### src/include/area_decode_defs.svh
`ifndef AREA_DECODE_DEFS_SVH
`define AREA_DECODE_DEFS_SVH
// ============================================================
// Address decode fields
`define AREA_FIELD_HI 28
`define AREA_FIELD_LO 26
`define AREA0_CODE 3'h0
`define AREA1_CODE 3'h1
`define AREA2_CODE 3'h2
`define AREA3_CODE 3'h3
`define AREA4_CODE 3'h4
// ============================================================
// Width codes shared by size fields, boot pins and requests
`define WIDTH_BYTE 2'h1
`define WIDTH_WORD 2'h2
// ============================================================
// Timing counts in clock cycles
`define SYNC_LAT 4'h2
`define BASE_CYC 4'h2
`define BURST_MIN_PITCH 4'h2
`define SDRAM_CAS_CYC 4'h2
// ============================================================
// Reset values
`define ADDR_RESET 32'h0000_0000
`define DATA_RESET 32'h0000_0000
`endif

### src/include/area_decode_pkg.sv
`default_nettype none
// ============================================================
// Shared types
package area_decode_pkg;
    // Sequencer states
    typedef enum logic [2:0] {
        ST_IDLE  = 3'b000,
        ST_START = 3'b001,
        ST_ROW   = 3'b010,
        ST_BEAT  = 3'b011,
        ST_DONE  = 3'b100
    } seq_state_t;
endpackage : area_decode_pkg
`default_nettype wire

### src/rtl/external_area_decode_align.sv
`include "area_decode_defs.svh"
`default_nettype none
// Summary of operation
// - 16-bit little-endian lanes, longword low half first
// - 8-bit device: lowest lane, bytes ascending
// - Address bits 31 to 29 ignored
// - Code 000 selects area 0 strobes
// - Area 0 width from two pins
// - Area 0 waits zero to ten
// - Area 0 burst pitch two to ten
// - Code 001 internal, no external cycle
// - Code 010 selects area 2, size field
// - Area 2 strobes, zero to three waits
// - Wait pin ignored for area 2 SDRAM
// - Code 011 selects area 3, size field
// - Area 3 strobes, zero to three waits
// - Area 3 SDRAM row, column, masks, address
// - Code 100 selects area 4, size field
// - Area 4 waits to ten, wait pin extends
// - Reads full width, writes only written bytes
module external_area_decode_align
    import area_decode_pkg::*;
(
    input wire logic clk,
    input wire logic rst_n,
    input wire logic req_valid,
    input wire logic [31:0] req_addr,
    input wire logic req_write,
    input wire logic [1:0] req_size,
    input wire logic [31:0] req_wdata,
    output logic req_busy,
    output logic req_done,
    output logic req_internal,
    output logic req_unmapped,
    output logic [31:0] req_rdata,
    input wire logic boot_width_pin_a,
    input wire logic boot_width_pin_b,
    input wire logic [2:0] area0_wait_field,
    input wire logic area0_burst_rom,
    input wire logic area2_size_hi,
    input wire logic area2_size_lo,
    input wire logic area2_wait_hi,
    input wire logic area2_wait_lo,
    input wire logic area2_is_sdram,
    input wire logic area3_size_hi,
    input wire logic area3_size_lo,
    input wire logic area3_wait_hi,
    input wire logic area3_wait_lo,
    input wire logic area3_is_sdram,
    input wire logic area4_size_hi,
    input wire logic area4_size_lo,
    input wire logic [2:0] area4_wait_field,
    input wire logic ext_wait_n,
    input wire logic [31:0] ext_rdata,
    output logic area0_select_n,
    output logic area2_select_n,
    output logic area3_select_n,
    output logic area4_select_n,
    output logic read_strobe_n,
    output logic byte_write_strobe_0,
    output logic byte_write_strobe_1,
    output logic byte_write_strobe_2,
    output logic byte_write_strobe_3,
    output logic byte_mask_lowest,
    output logic byte_mask_second,
    output logic byte_mask_third,
    output logic byte_mask_top,
    output logic row_strobe_upper,
    output logic row_strobe_lower,
    output logic column_strobe_upper,
    output logic column_strobe_lower,
    output logic sdram_write,
    output logic [25:0] ext_addr,
    output logic [31:0] ext_wdata,
    output logic ext_data_oe
);

    // ============================================================
    // Helper functions
    // Width code to bytes; reserved code reads as longword
    function automatic logic [2:0] width_bytes(input logic [1:0] code);
        case (code)
            `WIDTH_BYTE: width_bytes = 3'h1;
            `WIDTH_WORD: width_bytes = 3'h2;
            default: width_bytes = 3'h4;
        endcase
    endfunction : width_bytes

    // Three-bit wait field to wait cycles, 0 to 10
    function automatic logic [3:0] wait_cycles(input logic [2:0] f);
        case (f)
            3'h5: wait_cycles = 4'h6;
            3'h6: wait_cycles = 4'h8;
            3'h7: wait_cycles = 4'hA;
            default: wait_cycles = {1'b0, f};
        endcase
    endfunction : wait_cycles

    // ============================================================
    // Reset release and pin synchronisers
    logic rst_q1; // First reset stage
    logic rst_sync_n; // Released reset used everywhere
    logic [2:0] pin_q1; // Pin first stages, read only by pin_q2
    logic [2:0] pin_q2; // Pin stable copies
    logic [31:0] rd_q1; // Read bus first stage
    logic [31:0] rd_q2; // Read bus stable copy

    // Reset is released through two stages
    always_ff @(posedge clk or negedge rst_n) begin
        if (!rst_n) begin
            rst_q1 <= 1'b0;
            rst_sync_n <= 1'b0;
        end else begin
            rst_q1 <= 1'b1;
            rst_sync_n <= rst_q1;
        end
    end

    // Pins and read bus pass two flops before use
    always_ff @(posedge clk or negedge rst_sync_n) begin
        if (!rst_sync_n) begin
            pin_q1 <= 3'h7;
            pin_q2 <= 3'h7;
            rd_q1 <= `DATA_RESET;
            rd_q2 <= `DATA_RESET;
        end else begin
            pin_q1 <= {ext_wait_n, boot_width_pin_b, boot_width_pin_a};
            pin_q2 <= pin_q1;
            rd_q1 <= ext_rdata;
            rd_q2 <= rd_q1;
        end
    end

    // ============================================================
    // Latched request and decode
    seq_state_t state; // Sequencer state
    logic [31:0] addr_q; // Request address
    logic [31:0] wdata_q; // Request write data
    logic [31:0] rbuf; // Merged read result
    logic write_q; // Request is a write
    logic [1:0] size_q; // Request width code
    logic [1:0] beat; // Current beat index
    logic [3:0] count; // Cycles left in beat
    logic [2:0] code; // Area code
    logic in_a0, in_a2, in_a3, in_a4; // Area hits
    logic sdram; // Access goes to SDRAM
    logic [3:0] waits; // Software waits of the area
    logic wait_en; // Wait pin honoured

    // Top three address bits never reach the decode
    assign code = addr_q[`AREA_FIELD_HI:`AREA_FIELD_LO];
    assign in_a0 = (code == `AREA0_CODE);
    assign in_a2 = (code == `AREA2_CODE);
    assign in_a3 = (code == `AREA3_CODE);
    assign in_a4 = (code == `AREA4_CODE);
    assign sdram = (in_a2 && area2_is_sdram) || (in_a3 && area3_is_sdram);
    // Wait pin only for ordinary memory in areas 2 and 4
    assign wait_en = (in_a2 && !area2_is_sdram) || in_a4;

    // Software waits by area
    always_comb begin
        case (code)
            `AREA0_CODE: waits = wait_cycles(area0_wait_field);
            `AREA2_CODE:
                waits = {2'h0, area2_wait_hi, area2_wait_lo};
            `AREA3_CODE:
                waits = {2'h0, area3_wait_hi, area3_wait_lo};
            `AREA4_CODE: waits = wait_cycles(area4_wait_field);
            default: waits = 4'h0;
        endcase
    end

    // ============================================================
    // Lane alignment of the current beat
    logic [2:0] devb; // Device width in bytes
    logic [2:0] reqb; // Request width in bytes
    logic [2:0] step; // Bytes moved per beat
    logic [1:0] last_beat; // Index of final beat
    logic [4:0] beat_off; // First request byte of beat
    logic [1:0] start; // Address low bits of beat
    logic [3:0] lanes; // Lanes carrying request bytes
    logic [31:0] wbus; // Write data placed on lanes
    logic [31:0] mbuf; // Result with this beat merged
    logic [3:0] beat_len; // Length of next beat

    // Device width from pins, size fields or SDRAM
    always_comb begin
        case (code)
            `AREA0_CODE: devb = width_bytes(pin_q2[1:0]);
            `AREA2_CODE: devb = area2_is_sdram ? 3'h4 :
                width_bytes({area2_size_hi, area2_size_lo});
            `AREA3_CODE: devb = area3_is_sdram ? 3'h4 :
                width_bytes({area3_size_hi, area3_size_lo});
            default:
                devb = width_bytes({area4_size_hi, area4_size_lo});
        endcase
    end

    // Wide access on narrow device splits into beats
    always_comb begin
        reqb = width_bytes(size_q);
        step = (reqb < devb) ? reqb : devb;
        if (reqb > step) begin
            last_beat = (reqb == 3'h4 && step == 3'h1) ? 2'h3 :
                2'h1;
        end else begin
            last_beat = 2'h0;
        end
        beat_off = 5'(beat) * 5'(step);
        start = addr_q[1:0] + beat_off[1:0];
    end

    // Request byte r goes to lane (address mod width)
    always_comb begin
        logic [1:0] b;
        logic [1:0] ln;
        logic [1:0] r;
        b = 2'h0;
        ln = 2'h0;
        r = 2'h0;
        lanes = 4'h0;
        wbus = `DATA_RESET;
        mbuf = rbuf;
        for (int i = 0; i < 4; i++) begin
            if (3'(i) < step) begin
                b = start + 2'(i);
                ln = b & 2'(devb - 3'h1);
                r = beat_off[1:0] + 2'(i);
                lanes[ln] = 1'b1;
                wbus[ln * 8 +: 8] = wdata_q[r * 8 +: 8];
                mbuf[r * 8 +: 8] = rd_q2[ln * 8 +: 8];
            end
        end
    end

    // Beat length: strobe, waits or burst pitch, sync tail
    always_comb begin
        if (sdram) begin
            beat_len = `SDRAM_CAS_CYC + `SYNC_LAT;
        end else if (in_a0 && area0_burst_rom && !write_q && beat != 2'h0)
        begin
            // Later burst beats run at the pitch
            beat_len = ((waits < `BURST_MIN_PITCH) ? `BURST_MIN_PITCH :
                waits) + `SYNC_LAT;
        end else begin
            beat_len = `BASE_CYC + waits + `SYNC_LAT;
        end
    end

    // ============================================================
    // Sequencer
    logic hold; // External wait stretches the beat
    // Sampled at the last strobe cycle before the tail
    assign hold = wait_en && !pin_q2[2] && count == `SYNC_LAT;

    // Request capture, beats and read merge
    always_ff @(posedge clk or negedge rst_sync_n) begin
        if (!rst_sync_n) begin
            state <= ST_IDLE;
            addr_q <= `ADDR_RESET;
            wdata_q <= `DATA_RESET;
            rbuf <= `DATA_RESET;
            write_q <= 1'b0;
            size_q <= 2'h0;
            beat <= 2'h0;
            count <= 4'h0;
        end else begin
            case (state)
                ST_IDLE: begin
                    if (req_valid) begin
                        addr_q <= req_addr;
                        wdata_q <= req_wdata;
                        write_q <= req_write;
                        size_q <= req_size;
                        rbuf <= `DATA_RESET;
                        // Each request starts at its first beat
                        beat <= 2'h0;
                        state <= ST_START;
                    end
                end
                ST_START: begin
                    count <= beat_len - 4'h1;
                    // Area 1 and unsupported areas skip the bus
                    if (!(in_a0 || in_a2 || in_a3 || in_a4)) begin
                        state <= ST_DONE;
                    end else if (sdram) begin
                        state <= ST_ROW;
                    end else begin
                        state <= ST_BEAT;
                    end
                end
                ST_ROW: begin
                    state <= ST_BEAT;
                end
                ST_BEAT: begin
                    if (count == 4'h0) begin
                        if (!write_q) begin
                            rbuf <= mbuf;
                        end
                        if (beat == last_beat) begin
                            state <= ST_DONE;
                        end else begin
                            beat <= beat + 2'h1;
                            // Next beat length uses next index
                            state <= ST_START;
                        end
                    end else if (!hold) begin
                        count <= count - 4'h1;
                    end
                end
                ST_DONE: begin
                    state <= ST_IDLE;
                end
                default: begin
                    state <= ST_IDLE;
                end
            endcase
        end
    end

    // ============================================================
    // Requester side outputs
    always_ff @(posedge clk or negedge rst_sync_n) begin
        if (!rst_sync_n) begin
            req_busy <= 1'b0;
            req_done <= 1'b0;
            req_internal <= 1'b0;
            req_unmapped <= 1'b0;
            req_rdata <= `DATA_RESET;
        end else begin
            req_busy <= (state == ST_IDLE) ? req_valid : state != ST_DONE;
            req_done <= (state == ST_DONE);
            req_internal <= (state == ST_START) && code == `AREA1_CODE;
            req_unmapped <= (state == ST_START) && code > `AREA4_CODE;
            if (state == ST_DONE) begin
                req_rdata <= rbuf;
            end
        end
    end

    // ============================================================
    // Memory side outputs, one cycle behind the sequencer
    logic active; // Ordinary or SDRAM beat in progress
    assign active = (state == ST_BEAT);

    always_ff @(posedge clk or negedge rst_sync_n) begin
        if (!rst_sync_n) begin
            area0_select_n <= 1'b1;
            area2_select_n <= 1'b1;
            area3_select_n <= 1'b1;
            area4_select_n <= 1'b1;
            read_strobe_n <= 1'b1;
            {byte_write_strobe_3, byte_write_strobe_2,
                byte_write_strobe_1, byte_write_strobe_0} <= 4'h0;
            {byte_mask_top, byte_mask_third,
                byte_mask_second, byte_mask_lowest} <= 4'h0;
            {row_strobe_upper, row_strobe_lower} <= 2'h0;
            {column_strobe_upper, column_strobe_lower} <= 2'h0;
            sdram_write <= 1'b0;
            ext_addr <= 26'h000_0000;
            ext_wdata <= `DATA_RESET;
            ext_data_oe <= 1'b0;
        end else begin
            // Area 3 select spans row and column phases too; area 0 select also covers the start cycle
            area0_select_n <= !((active || state == ST_START) && in_a0
                && beat_len != 4'h0);
            area2_select_n <= !(active && in_a2);
            area3_select_n <= !((active || state == ST_ROW)
                && in_a3);
            area4_select_n <= !(active && in_a4);
            // Reads fetch the full width, no size given
            read_strobe_n <= !(active && !write_q && !sdram);
            {byte_write_strobe_3, byte_write_strobe_2,
                byte_write_strobe_1, byte_write_strobe_0} <=
                (active && write_q && !sdram) ? lanes : 4'h0;
            // SDRAM masks hide unwritten bytes only on writes
            {byte_mask_top, byte_mask_third,
                byte_mask_second, byte_mask_lowest} <=
                (active && sdram && write_q) ? ~lanes : 4'h0;
            {row_strobe_upper, row_strobe_lower} <=
                {2{state == ST_ROW}};
            {column_strobe_upper, column_strobe_lower} <=
                {2{active && sdram}};
            sdram_write <= sdram && write_q && (active || state == ST_ROW);
            // Row then column halves of the address on SDRAM
            if (state == ST_ROW) begin
                ext_addr <= {12'h000, addr_q[25:12]};
            end else if (sdram) begin
                ext_addr <= {14'h0000, addr_q[11:0]};
            end else begin
                ext_addr <= {addr_q[25:2], start};
            end
            ext_wdata <= wbus;
            ext_data_oe <= active && write_q;
        end
    end
endmodule : external_area_decode_align
`default_nettype wire

### config.mk
export PLATFORM = sky130hd
export DESIGN_NAME = external_area_decode_align
export DESIGN_NICKNAME = d
export VERILOG_FILES = /design/src/include/area_decode_pkg.sv /design/src/rtl/external_area_decode_align.sv
export VERILOG_INCLUDE_DIRS = /design/src /design/src/include
export SDC_FILE = /design/constraint.sdc
export NUM_CORES = 1
export LEC_CHECK = 0
export ABC_AREA = 1
export BUFFER_PORTS_ARGS = -buffer_cell sky130_fd_sc_hd__buf_2
export CAP_MARGIN = 0
export CORE_MARGIN = 5
export CORE_UTILIZATION = 50
export CTS_CLUSTER_DIAMETER = 120
export DETAILED_ROUTE_END_ITERATION = 7
export PLACE_DENSITY = 0.77
export SYNTH_ARGS = -nofsm -noshare
export SYNTH_HDL_FRONTEND = slang
export SYNTH_SLANG_ARGS = --single-unit
export TNS_END_PERCENT = 5
### constraint.sdc
create_clock -name clk -period 10.33 [get_ports clk]
set_input_delay 2.066 -clock clk [delete_from_list [all_inputs] [get_ports clk]]
set_output_delay 2.066 -clock clk [all_outputs]
set_load 0.01 [all_outputs]
Word level (Yosys, flattened, before mapping)
Index checks and enable logic that the tools add are counted.
{"block": "totals", "ff_bits": 288, "out_inout_bits": 113, "elab_cells": 267}
{"block": "op_classes", "addsub": 22, "n_mul": 1, "n_lt_le_gt_ge": 16, "eq_ne": 35, "shift": 24, "muxes": 66, "n_bitwise": 9, "n_reduce_logical": 56}
{"operator": "$mux W32", "n": 11}
{"operator": "$neg A5 Y34", "n": 8}
{"operator": "$shift A8 B34 Y32 const A", "n": 8}
{"operator": "$shiftx A8 B34 Y32", "n": 8}
{"operator": "$shiftx A32 B6 Y8", "n": 8}
{"operator": "$bwmux W32", "n": 7}
{"operator": "$pmux W32 S2", "n": 1}
{"operator": "$mux W26", "n": 2}
{"operator": "$mux W4", "n": 11}
{"operator": "$and A32 B32 Y32", "n": 1}
{"operator": "$pmux W3 S2", "n": 5}
{"operator": "$logic_and A1 B1 Y1", "n": 28}
{"operator": "$eq A3 B3 Y1 const B", "n": 9}
{"operator": "$pmux W4 S3", "n": 2}
{"operator": "$mux W3", "n": 7}
{"operator": "$pmux W4 S4", "n": 1}
{"operator": "$eq A3 B2 Y1 const B", "n": 4}
{"operator": "$lt A2 B3 Y1 const B", "n": 4}
{"operator": "$or A4 B4 Y4", "n": 3}
{"operator": "$pmux W3 S4", "n": 1}
{"operator": "$eq A2 B1 Y1 const B", "n": 5}
{"operator": "$eq A2 B2 Y1 const B", "n": 5}
{"operator": "$mux W2", "n": 5}
{"operator": "$ne A2 B2 Y1 const B", "n": 5}
{"operator": "36 further kinds", "n": 80}

Logic depth before layout (Yosys ltp)
Gate-level depths: netlist of the first run.
{"block": "depth", "depth_word": 22, "depth_mapped": 33}

Least setup slack after synthesis of the first run
No wires, ideal clock.
{"block": "synth_timing", "kind": "input to register", "start": "input area3_size_hi", "end": "register ext_wdata[3]", "setup_ns": 0.067, "arrival_time_ns": 6.796, "required_ns": 10.263, "setup_slack_ns": 3.467, "stages": 29, "n_path_buf": 5, "path_cell_list": "inv_1 -> ha_1 -> o21ai_0 -> nand4_1 -> o21ai_0 -> inv_1 -> ha_1 -> inv_1 -> a21oi_1 -> nand2_2 -> nand2_2 -> nand2_2 -> nor2_2 -> buf_4 -> buf_4 -> clkbuf_1 -> ha_1 -> inv_1 -> nor2_2 -> inv_2 -> clkbuf_1 -> buf_1 -> ha_1 -> clkinv_1 -> nor3_1 -> nand2_1 -> a21oi_1 -> nand2_1 -> nand2_1"}
{"block": "synth_via", "elab_chain_len": 19, "elab_cells_between_ends": 48}
{"item": "start, declared", "line_no": "external_area_decode_align.sv:45", "rtl": "input wire logic area3_size_hi,"}
{"item": "$eq A2 B2 Y1 / $eq A2 B1 Y1 (equally long branches)", "line_no": "external_area_decode_align.sv:82", "rtl": "case (code)"}
{"item": "$pmux W3 S2 (*)", "line_no": "external_area_decode_align.sv:82"}
{"item": "$mux W3 (*)", "line_no": "external_area_decode_align.sv:192", "rtl": "`AREA3_CODE: devb = area3_is_sdram ? 3'h4 :"}
{"item": "$pmux W3 S3 (*)", "line_no": "external_area_decode_align.sv:188", "rtl": "case (code)"}
{"item": "parallel branches: the longest is 14 deep, another holds $neg A5 Y34"}
{"item": "$mux W32 (*)", "line_no": "external_area_decode_align.sv:225", "rtl": "if (3'(i) < step) begin"}
{"item": "named net wbus[3]", "line_no": "external_area_decode_align.sv:182", "rtl": "logic [31:0] wbus;"}
{"item": "end signal, assigned", "line_no": "external_area_decode_align.sv:361", "rtl": "ext_wdata <= `DATA_RESET;"}
{"item": "end signal, assigned", "line_no": "external_area_decode_align.sv:393", "rtl": "ext_wdata <= wbus;"}
{"item": "end, declared", "line_no": "external_area_decode_align.sv:74", "rtl": "output logic [31:0] ext_wdata,"}
Mark *: on every way through the listed nets, which the timed path passes.
A chain may end at the register's enable or synchronous reset.

Worst setup path in the final report of the first run
{"block": "layout_timing", "start": "input area3_size_hi", "end": "register rbuf[4]"}
{"block": "layout_via", "elab_chain_len": 22, "elab_cells_between_ends": 51}
{"item": "$eq A2 B2 Y1 / $eq A2 B1 Y1 (equally long branches)", "line_no": "external_area_decode_align.sv:82"}
{"item": "$pmux W3 S2 (*)", "line_no": "external_area_decode_align.sv:82"}
{"item": "$mux W3 (*)", "line_no": "external_area_decode_align.sv:192"}
{"item": "$pmux W3 S3 (*)", "line_no": "external_area_decode_align.sv:188"}
{"item": "parallel branches: the longest is 14 deep, another holds $lt A3 B3 Y1"}
{"item": "$mux W32 (*)", "line_no": "external_area_decode_align.sv:225"}
{"item": "$mux W32 (*)", "line_no": "external_area_decode_align.sv:297", "rtl": "if (!write_q) begin"}
{"item": "$mux W32 (*)", "line_no": "external_area_decode_align.sv:296", "rtl": "if (count == 4'h0) begin"}
{"item": "$pmux W32 S2 (*)", "line_no": "external_area_decode_align.sv:268", "rtl": "case (state)"}
{"item": "end signal, assigned", "line_no": "external_area_decode_align.sv:262", "rtl": "rbuf <= `DATA_RESET;"}
{"item": "end signal, assigned", "line_no": "external_area_decode_align.sv:275", "rtl": "rbuf <= `DATA_RESET;"}
{"item": "end signal, assigned", "line_no": "external_area_decode_align.sv:298", "rtl": "rbuf <= mbuf;"}
{"item": "end, declared", "line_no": "external_area_decode_align.sv:139", "rtl": "logic [31:0] rbuf;"}
Every way passes the cells marked *. The select of a mux whose other input is x is not followed.

==> impl_metrics.env, run 1 <==
export IMPL_pin_count=237
export IMPL_rows=65
export IMPL_synth_edf_count=0
export IMPL_drive_above_1_share=0.177
export IMPL_hold_viol=0
export IMPL_timing_fmax_mhz=137
export IMPL_dr_first_iter_drc_count=1413
export IMPL_antenna_found_initial=4
export IMPL_multi_input_area_sq_um=7620
export IMPL_critPathSlowestCell="ha_1"
export IMPL_grt_pass1_wl_microns=76900
export IMPL_timing_setup_tns_ps=0
export IMPL_htree_num_levels=1
export IMPL_hp_class="flip-flop to flip-flop"
export IMPL_synthSimpleGateAreaFrac=0.282
export IMPL_cts_sinks=288
export IMPL_post_route_period_util=0.707
export IMPL_wl_microns=47600
export IMPL_r2r_end="rbuf[4]"
export IMPL_critPathMaxStageDelay_ps=1030
export IMPL_syn_to_final_growth_pct=15.0
export IMPL_route_vias_total=15100
export IMPL_arrival_ps=7820
export IMPL_setup_viol=0
export IMPL_slew_viol_final=0
export IMPL_synthCells=2087
export IMPL_clk_insertion_delay_late_ps=580
export IMPL_port_buffers=233
export IMPL_crit_fanout=104
export IMPL_setup_worst_path_start_class="primary input"
export IMPL_grt_pass1_vias=14700
export IMPL_worstSetupStartpoint="area3_size_hi"
export IMPL_critPathCapture="rbuf[4]"
export IMPL_grt_max_degree=105
export IMPL_ys_seq_area_frac=0.452
export IMPL_grt_overflow=0
export IMPL_seqCellArea_sq_um=7220
export IMPL_yosysTopAreaCellShare=0.434
export IMPL_hold_ws_ps=335
export IMPL_grt_use_total=0.264
export IMPL_ant_nets=0
export IMPL_drc=0
export IMPL_cts_repair_resized=0
export IMPL_drt_first_pass_iters=6
export IMPL_synth_main_ff_cell="dfrtp_1"
export IMPL_die_x_microns=189
export IMPL_synthArstFlopShare=1.00
export IMPL_synth_compound_area_frac=0.132
export IMPL_synth_top_cell_by_area="dfrtp_1"
export IMPL_synth_area_top_cells="dfrtp_1 (43%), nand2_1 (16%), a21oi_1 (5.1%)"
export IMPL_place_hpwl_microns=34400
export IMPL_cts_path_max_buffers=3
export IMPL_end_kind="flip-flop"
export IMPL_numCtsBuffers=29
export IMPL_wire_per_inst_microns=17.6
export IMPL_cts_root_buf="clkbuf_16"
export IMPL_cts_tree="built"
export IMPL_synth_top_family_by_area="simple AND/OR/NAND/NOR gates"
export IMPL_synth_fp_nets=2264
export IMPL_final_nets=2450
export IMPL_syn_area_sq_um=16000
export IMPL_worst_pin_slew_ps=1240
export IMPL_synth_xor_area_frac=0.00447
export IMPL_rsz0062_at_grt="false"
export IMPL_r2r_cells=25
export IMPL_dieArea_sq_um=35600
export IMPL_chipHeight_microns=189
export IMPL_status="completed"
export IMPL_ys_ff_latch=288
export IMPL_crit_type="primary input to flip-flop"
export IMPL_initial_core_util=0.506
export IMPL_skew_ps=29.0
export IMPL_reg2reg_slack_ps=4150
export IMPL_cap_violations=0
export IMPL_clkTransAtPathRegs_ps=80
export IMPL_worst_slew_margin_rel=0.164
export IMPL_syn_area_per_cell_sq_um=7.65
export IMPL_fillers=2884
export IMPL_synthTopCellsByCount="nand2_1 (677), dfrtp_1 (277), inv_1 (179)"
export IMPL_yosysMostFrequentCell="nand2_1"
export IMPL_ys_warn_count=0
export IMPL_cts_setup_buffers=0
export IMPL_synthMuxAreaShare=0.0155
export IMPL_synthAdderAreaFrac=0.0415
export IMPL_r2r_start="addr_q[26]"
export IMPL_cp_required_ps=10840
export IMPL_period_minus_slack_ps=7300
export IMPL_place_gp_congestion=1.02
export IMPL_yosysUniqueCellTypes=54
export IMPL_cts_hold_buf=0
export IMPL_via_per_inst=5.59
export IMPL_core_area_sq_um=31600
[registers in the layout, indices dropped and copies added, names as in the netlist, 2 cells and up]
name       flops
pin_q1         3
req_rdata     32
size_q         2
beat           2
addr_q        29
rbuf          32
rd_q2         32
ext_wdata     32
rd_q1         32
ext_addr      26
count          4
wdata_q       32
pin_q2         3
state          3
[logic make-up (layout without fill, tap and decap cells)]
logic type,after synthesis,in the layout
other,1,2
flip-flops,288,288
buffers and inverters,293,501
XOR/XNOR,6,6
AND/OR/NAND/NOR,1045,1045
AO/OA/AOI/OAI,379,379
multiplexers,22,22
adder cells (fa/ha/maj),53,53
[per-layer routing]
layer  up-vias  part of all wire  GRT usage  wire length, microns
met2       611              0.46      0.427                 21800
met1      7093              0.42      0.352                 19900
met4         6             0.032     0.0877                  1550
li1       7243                 -          -                     -
met3       120             0.092     0.0628                  4360
met5         -           0.00057          0                    27
[stage by stage]
step,util,instance area (sq um),std cells,setup WS (ps)
2_1_floorplan,-,16000,2087,1730
3_3_place_gp,0.550,17400,2644,2720
3_5_place_dp,0.550,17400,2644,2590
4_1_cts,0.582,18400,2697,3180
5_1_grt,0.582,18400,2697,2520
6_report,0.582,18400,2698,3030
[placed cells by master, fill, tap and decap left out, types with 38 or more instances in the layout]
cell type and count:
dfrtp_1 276, nand3_1 100, ha_1 53, nand2_1 677, inv_1 179, o21ai_1 38
nand4_1 72, o21ai_0 107, a21oi_1 164, buf_2 233, nor2_1 113
[worst min path at each step]
stage / start / end / slack [ps] / depth (start not counted)
after CTS: rst_q1 / rst_sync_n / 340 / 0
after global routing: rst_q1 / rst_sync_n / 340 / 0
final: rst_q1 / rst_sync_n / 340 / 0
after detailed placement: rd_q1[11] / rd_q2[11] / 330 / 0
after floorplan: rd_q1[0] / rd_q2[0] / 330 / 0
after global placement: rd_q1[1] / rd_q2[1] / 330 / 0
[worst max-delay path, delay by kind of cell]
kind / cells / cell delay, ps
adders and majority gates: 3 / 1610
AOI/OAI and AO/OA: 4 / 770
buffers and inverters: 7 / 1890
and+or+nand+nor: 11 / 1460
[cell type report]
type,count,share of cell area
Multi-Input combinational cell,1506,0.415
Sequential cell,288,0.393
Timing Repair Buffer,245,0.0684
Clock buffer,36,0.0431
Inverter,203,0.0417
Tap cell,402,0.0274
Clock inverter,17,0.0110
Antenna cell,1,0.000136
Power of run 1 is left out: the tool's default activity adds up to more than one toggle a clock period on the data nets, which glitch-free logic cannot reach.
==> inputs of run 2 (changes only) <==
ABC_AREA = 0   (was 1)
PLACE_DENSITY = 0.78   (was 0.77)
clock period = 6.8 ns   (was 10.33 ns; I/O delays follow)
==> impl_metrics.env, run 2 <==
export IMPL_synth_edf_count=0
export IMPL_grt_overflow=0
export IMPL_reg2reg_slack_ps=890
export IMPL_ys_ff_latch=288
export IMPL_yosysTopAreaCellShare=0.452
export IMPL_setup_worst_path_start_class="primary input"
export IMPL_cts_root_buf="clkbuf_16"
export IMPL_clkTransAtPathRegs_ps=70
export IMPL_final_cell_mix="dfrtp_1 (276), buf_2 (233), mux2i_1 (116)"
export IMPL_cts_hold_buf=0
export IMPL_grt_use_total=0.249
export IMPL_worstSetupStartpoint="area3_size_hi"
export IMPL_rsz0062_at_grt="false"
export IMPL_ys_seq_area_frac=0.471
export IMPL_r2r_start="addr_q[27]"
export IMPL_core_area_sq_um=30400
export IMPL_via_per_inst=6.03
export IMPL_fillers=2548
export IMPL_synth_top_family_by_area="compound AO/OA/AOI/OAI gates"
export IMPL_layoutNonFillerInstCount=2092
export IMPL_synth_area_top_cells="dfrtp_1 (45%), mux2_2 (8.2%), mux2i_1 (7.6%)"
export IMPL_end_kind="flip-flop"
export IMPL_timing_setup_tns_ps=0
export IMPL_chipHeight_microns=185
export IMPL_hp_class="flip-flop to flip-flop"
export IMPL_drt_first_pass_iters=6
export IMPL_place_hpwl_microns=31500
export IMPL_critPathCapture="ext_wdata[2]"
export IMPL_yosysMostFrequentCell="dfrtp_1"
export IMPL_period_minus_slack_ps=6250
export IMPL_hold_viol=0
export IMPL_synth_main_ff_cell="dfrtp_1"
export IMPL_r2r_end="ext_wdata[2]"
export IMPL_numCtsBuffers=30
export IMPL_synthArstFlopShare=1.00
export IMPL_syn_to_final_growth_pct=19.2
export IMPL_drc=0
export IMPL_synthMuxAreaShare=0.169
export IMPL_dp_cells=2034
export IMPL_wire_per_inst_microns=20.9
export IMPL_r2r_cells=22
export IMPL_clk_insertion_delay_late_ps=560
export IMPL_synth_fp_nets=1588
export IMPL_cts_path_max_buffers=3
export IMPL_final_nets=1847
export IMPL_skew_ps=15.9
export IMPL_synthCells=1411
export IMPL_grt_pass1_wl_microns=68700
export IMPL_crit_fanout=9
export IMPL_antenna_found_initial=2
export IMPL_fin_area_sq_um=18300
export IMPL_drive_above_1_share=0.291
export IMPL_ant_nets=0
export IMPL_syn_area_sq_um=15300
export IMPL_status="completed"
export IMPL_dieArea_sq_um=34300
export IMPL_synthAdderAreaFrac=0.0433
export IMPL_grt_pass1_vias=12400
export IMPL_synth_xor_area_frac=0.00808
export IMPL_synthTopCellsByCount="dfrtp_1 (277), mux2i_1 (116), mux2_2 (111)"
export IMPL_post_route_period_util=0.920
export IMPL_worst_slew_margin_rel=0.112
export IMPL_cts_sinks=288
export IMPL_initial_core_util=0.504
export IMPL_worst_pin_slew_ps=1320
export IMPL_die_x_microns=185
export IMPL_final_common_cell="dfrtp_1"
export IMPL_synth_compound_area_frac=0.180
export IMPL_htree_num_levels=1
export IMPL_synth_top_cell_by_area="dfrtp_1"
export IMPL_cts_tree="built"
export IMPL_crit_type="primary input to flip-flop"
export IMPL_pin_count=237
export IMPL_slew_viol_final=0
export IMPL_cts_repair_resized=0
export IMPL_arrival_ps=6740
export IMPL_dr_first_iter_drc_count=1136
export IMPL_route_vias_total=12600
export IMPL_wl_microns=43700
export IMPL_fin_util=0.600
export IMPL_placed_cell_area_sq_um=17200
export IMPL_syn_area_per_cell_sq_um=10.9
export IMPL_timing_fmax_mhz=160
export IMPL_grt_max_degree=178
export IMPL_port_buffers=233
export IMPL_setup_viol=0
export IMPL_cts_setup_buffers=0
export IMPL_cap_violations=0
export IMPL_yosysUniqueCellTypes=71
export IMPL_ys_warn_count=0
export IMPL_rows=64
export IMPL_cp_required_ps=7280
export IMPL_synthSimpleGateAreaFrac=0.0992
export IMPL_place_gp_congestion=0.979
==> run 2: cell count changes in the layout (fill, tap and decap cells not counted), sizes merged, moves of 45 or more <==
cell and change:
mux2i +116, nand2 -625, mux2 +89, nor2 -60, o21ai -45, nand4 -71
inv -152, a21oi -70, nand3 -58
==> run 2: worst min-delay path by stage <==
stage / from / endpoint / slack, ps / cells past startpoint
2_1_floorplan: rst_q1 / rst_sync_n / 330 / 0
3_3_place_gp: rd_q1[0] / rd_q2[0] / 330 / 0
3_5_place_dp: rd_q1[21] / rd_q2[21] / 330 / 0
4_1_cts: rd_q1[7] / rd_q2[7] / 340 / 0
5_1_grt: rd_q1[7] / rd_q2[7] / 350 / 0
6_report: rd_q1[7] / rd_q2[7] / 340 / 0
==> run 2: routing by layer <==
layer,GRT usage,wire [microns],vias to the layer above
li1,-,-,5742
met1,0.366,19200,6176
met2,0.382,19500,592
met3,0.0446,3640,102
met4,0.0749,1350,0
met5,0,0,-
==> run 2: through the flow <==
stage	setup slack [ps]	hold slack, ps
global placement	204	335
detailed placement	120	335
finish	545	338
CTS	685	343
global route	100	348
floorplan	-61.3	331
==> run 2: logic make-up after synthesis <==
family / count (synthesis)
mux: 235
other cells: 1
buf+inv: 107
fa+ha+maj: 53
xor+xnor: 11
flops: 288
compound gates: 413
simple gates: 303
==> run 2: layout make-up <==
class,instances,area (sq um),share of cell area
multi-input combinational,1016,7680,0.420
sequential,288,7220,0.395
timing repair buffer,289,1600,0.0875
clock buffer,39,866,0.0474
tap,396,495,0.0271
clock inverter,17,231,0.0127
inverter,45,169,0.00925
antenna,2,5.00,0.000274
==> run 2: worst max-delay path, stage by stage <==
cell and delay, ps:
buf_2 100, inv_1 40, ha_1 280, o31a_1 290, a21oi_1 170, a21oi_1 90
a21o_1 170, and2_1 180, ha_1 320, o21ai_0 410, a21oi_2 110, and2_1 190
ha_1 210, xor2_1 270, xor2_1 250, xnor3_1 400, nor2_1 340, inv_1 170
ha_1 220, nand2_1 80, nor3b_4 490, a22oi_1 170, o21ai_0 190, a22o_1 200
Power of run 2 is left out for the same reason.
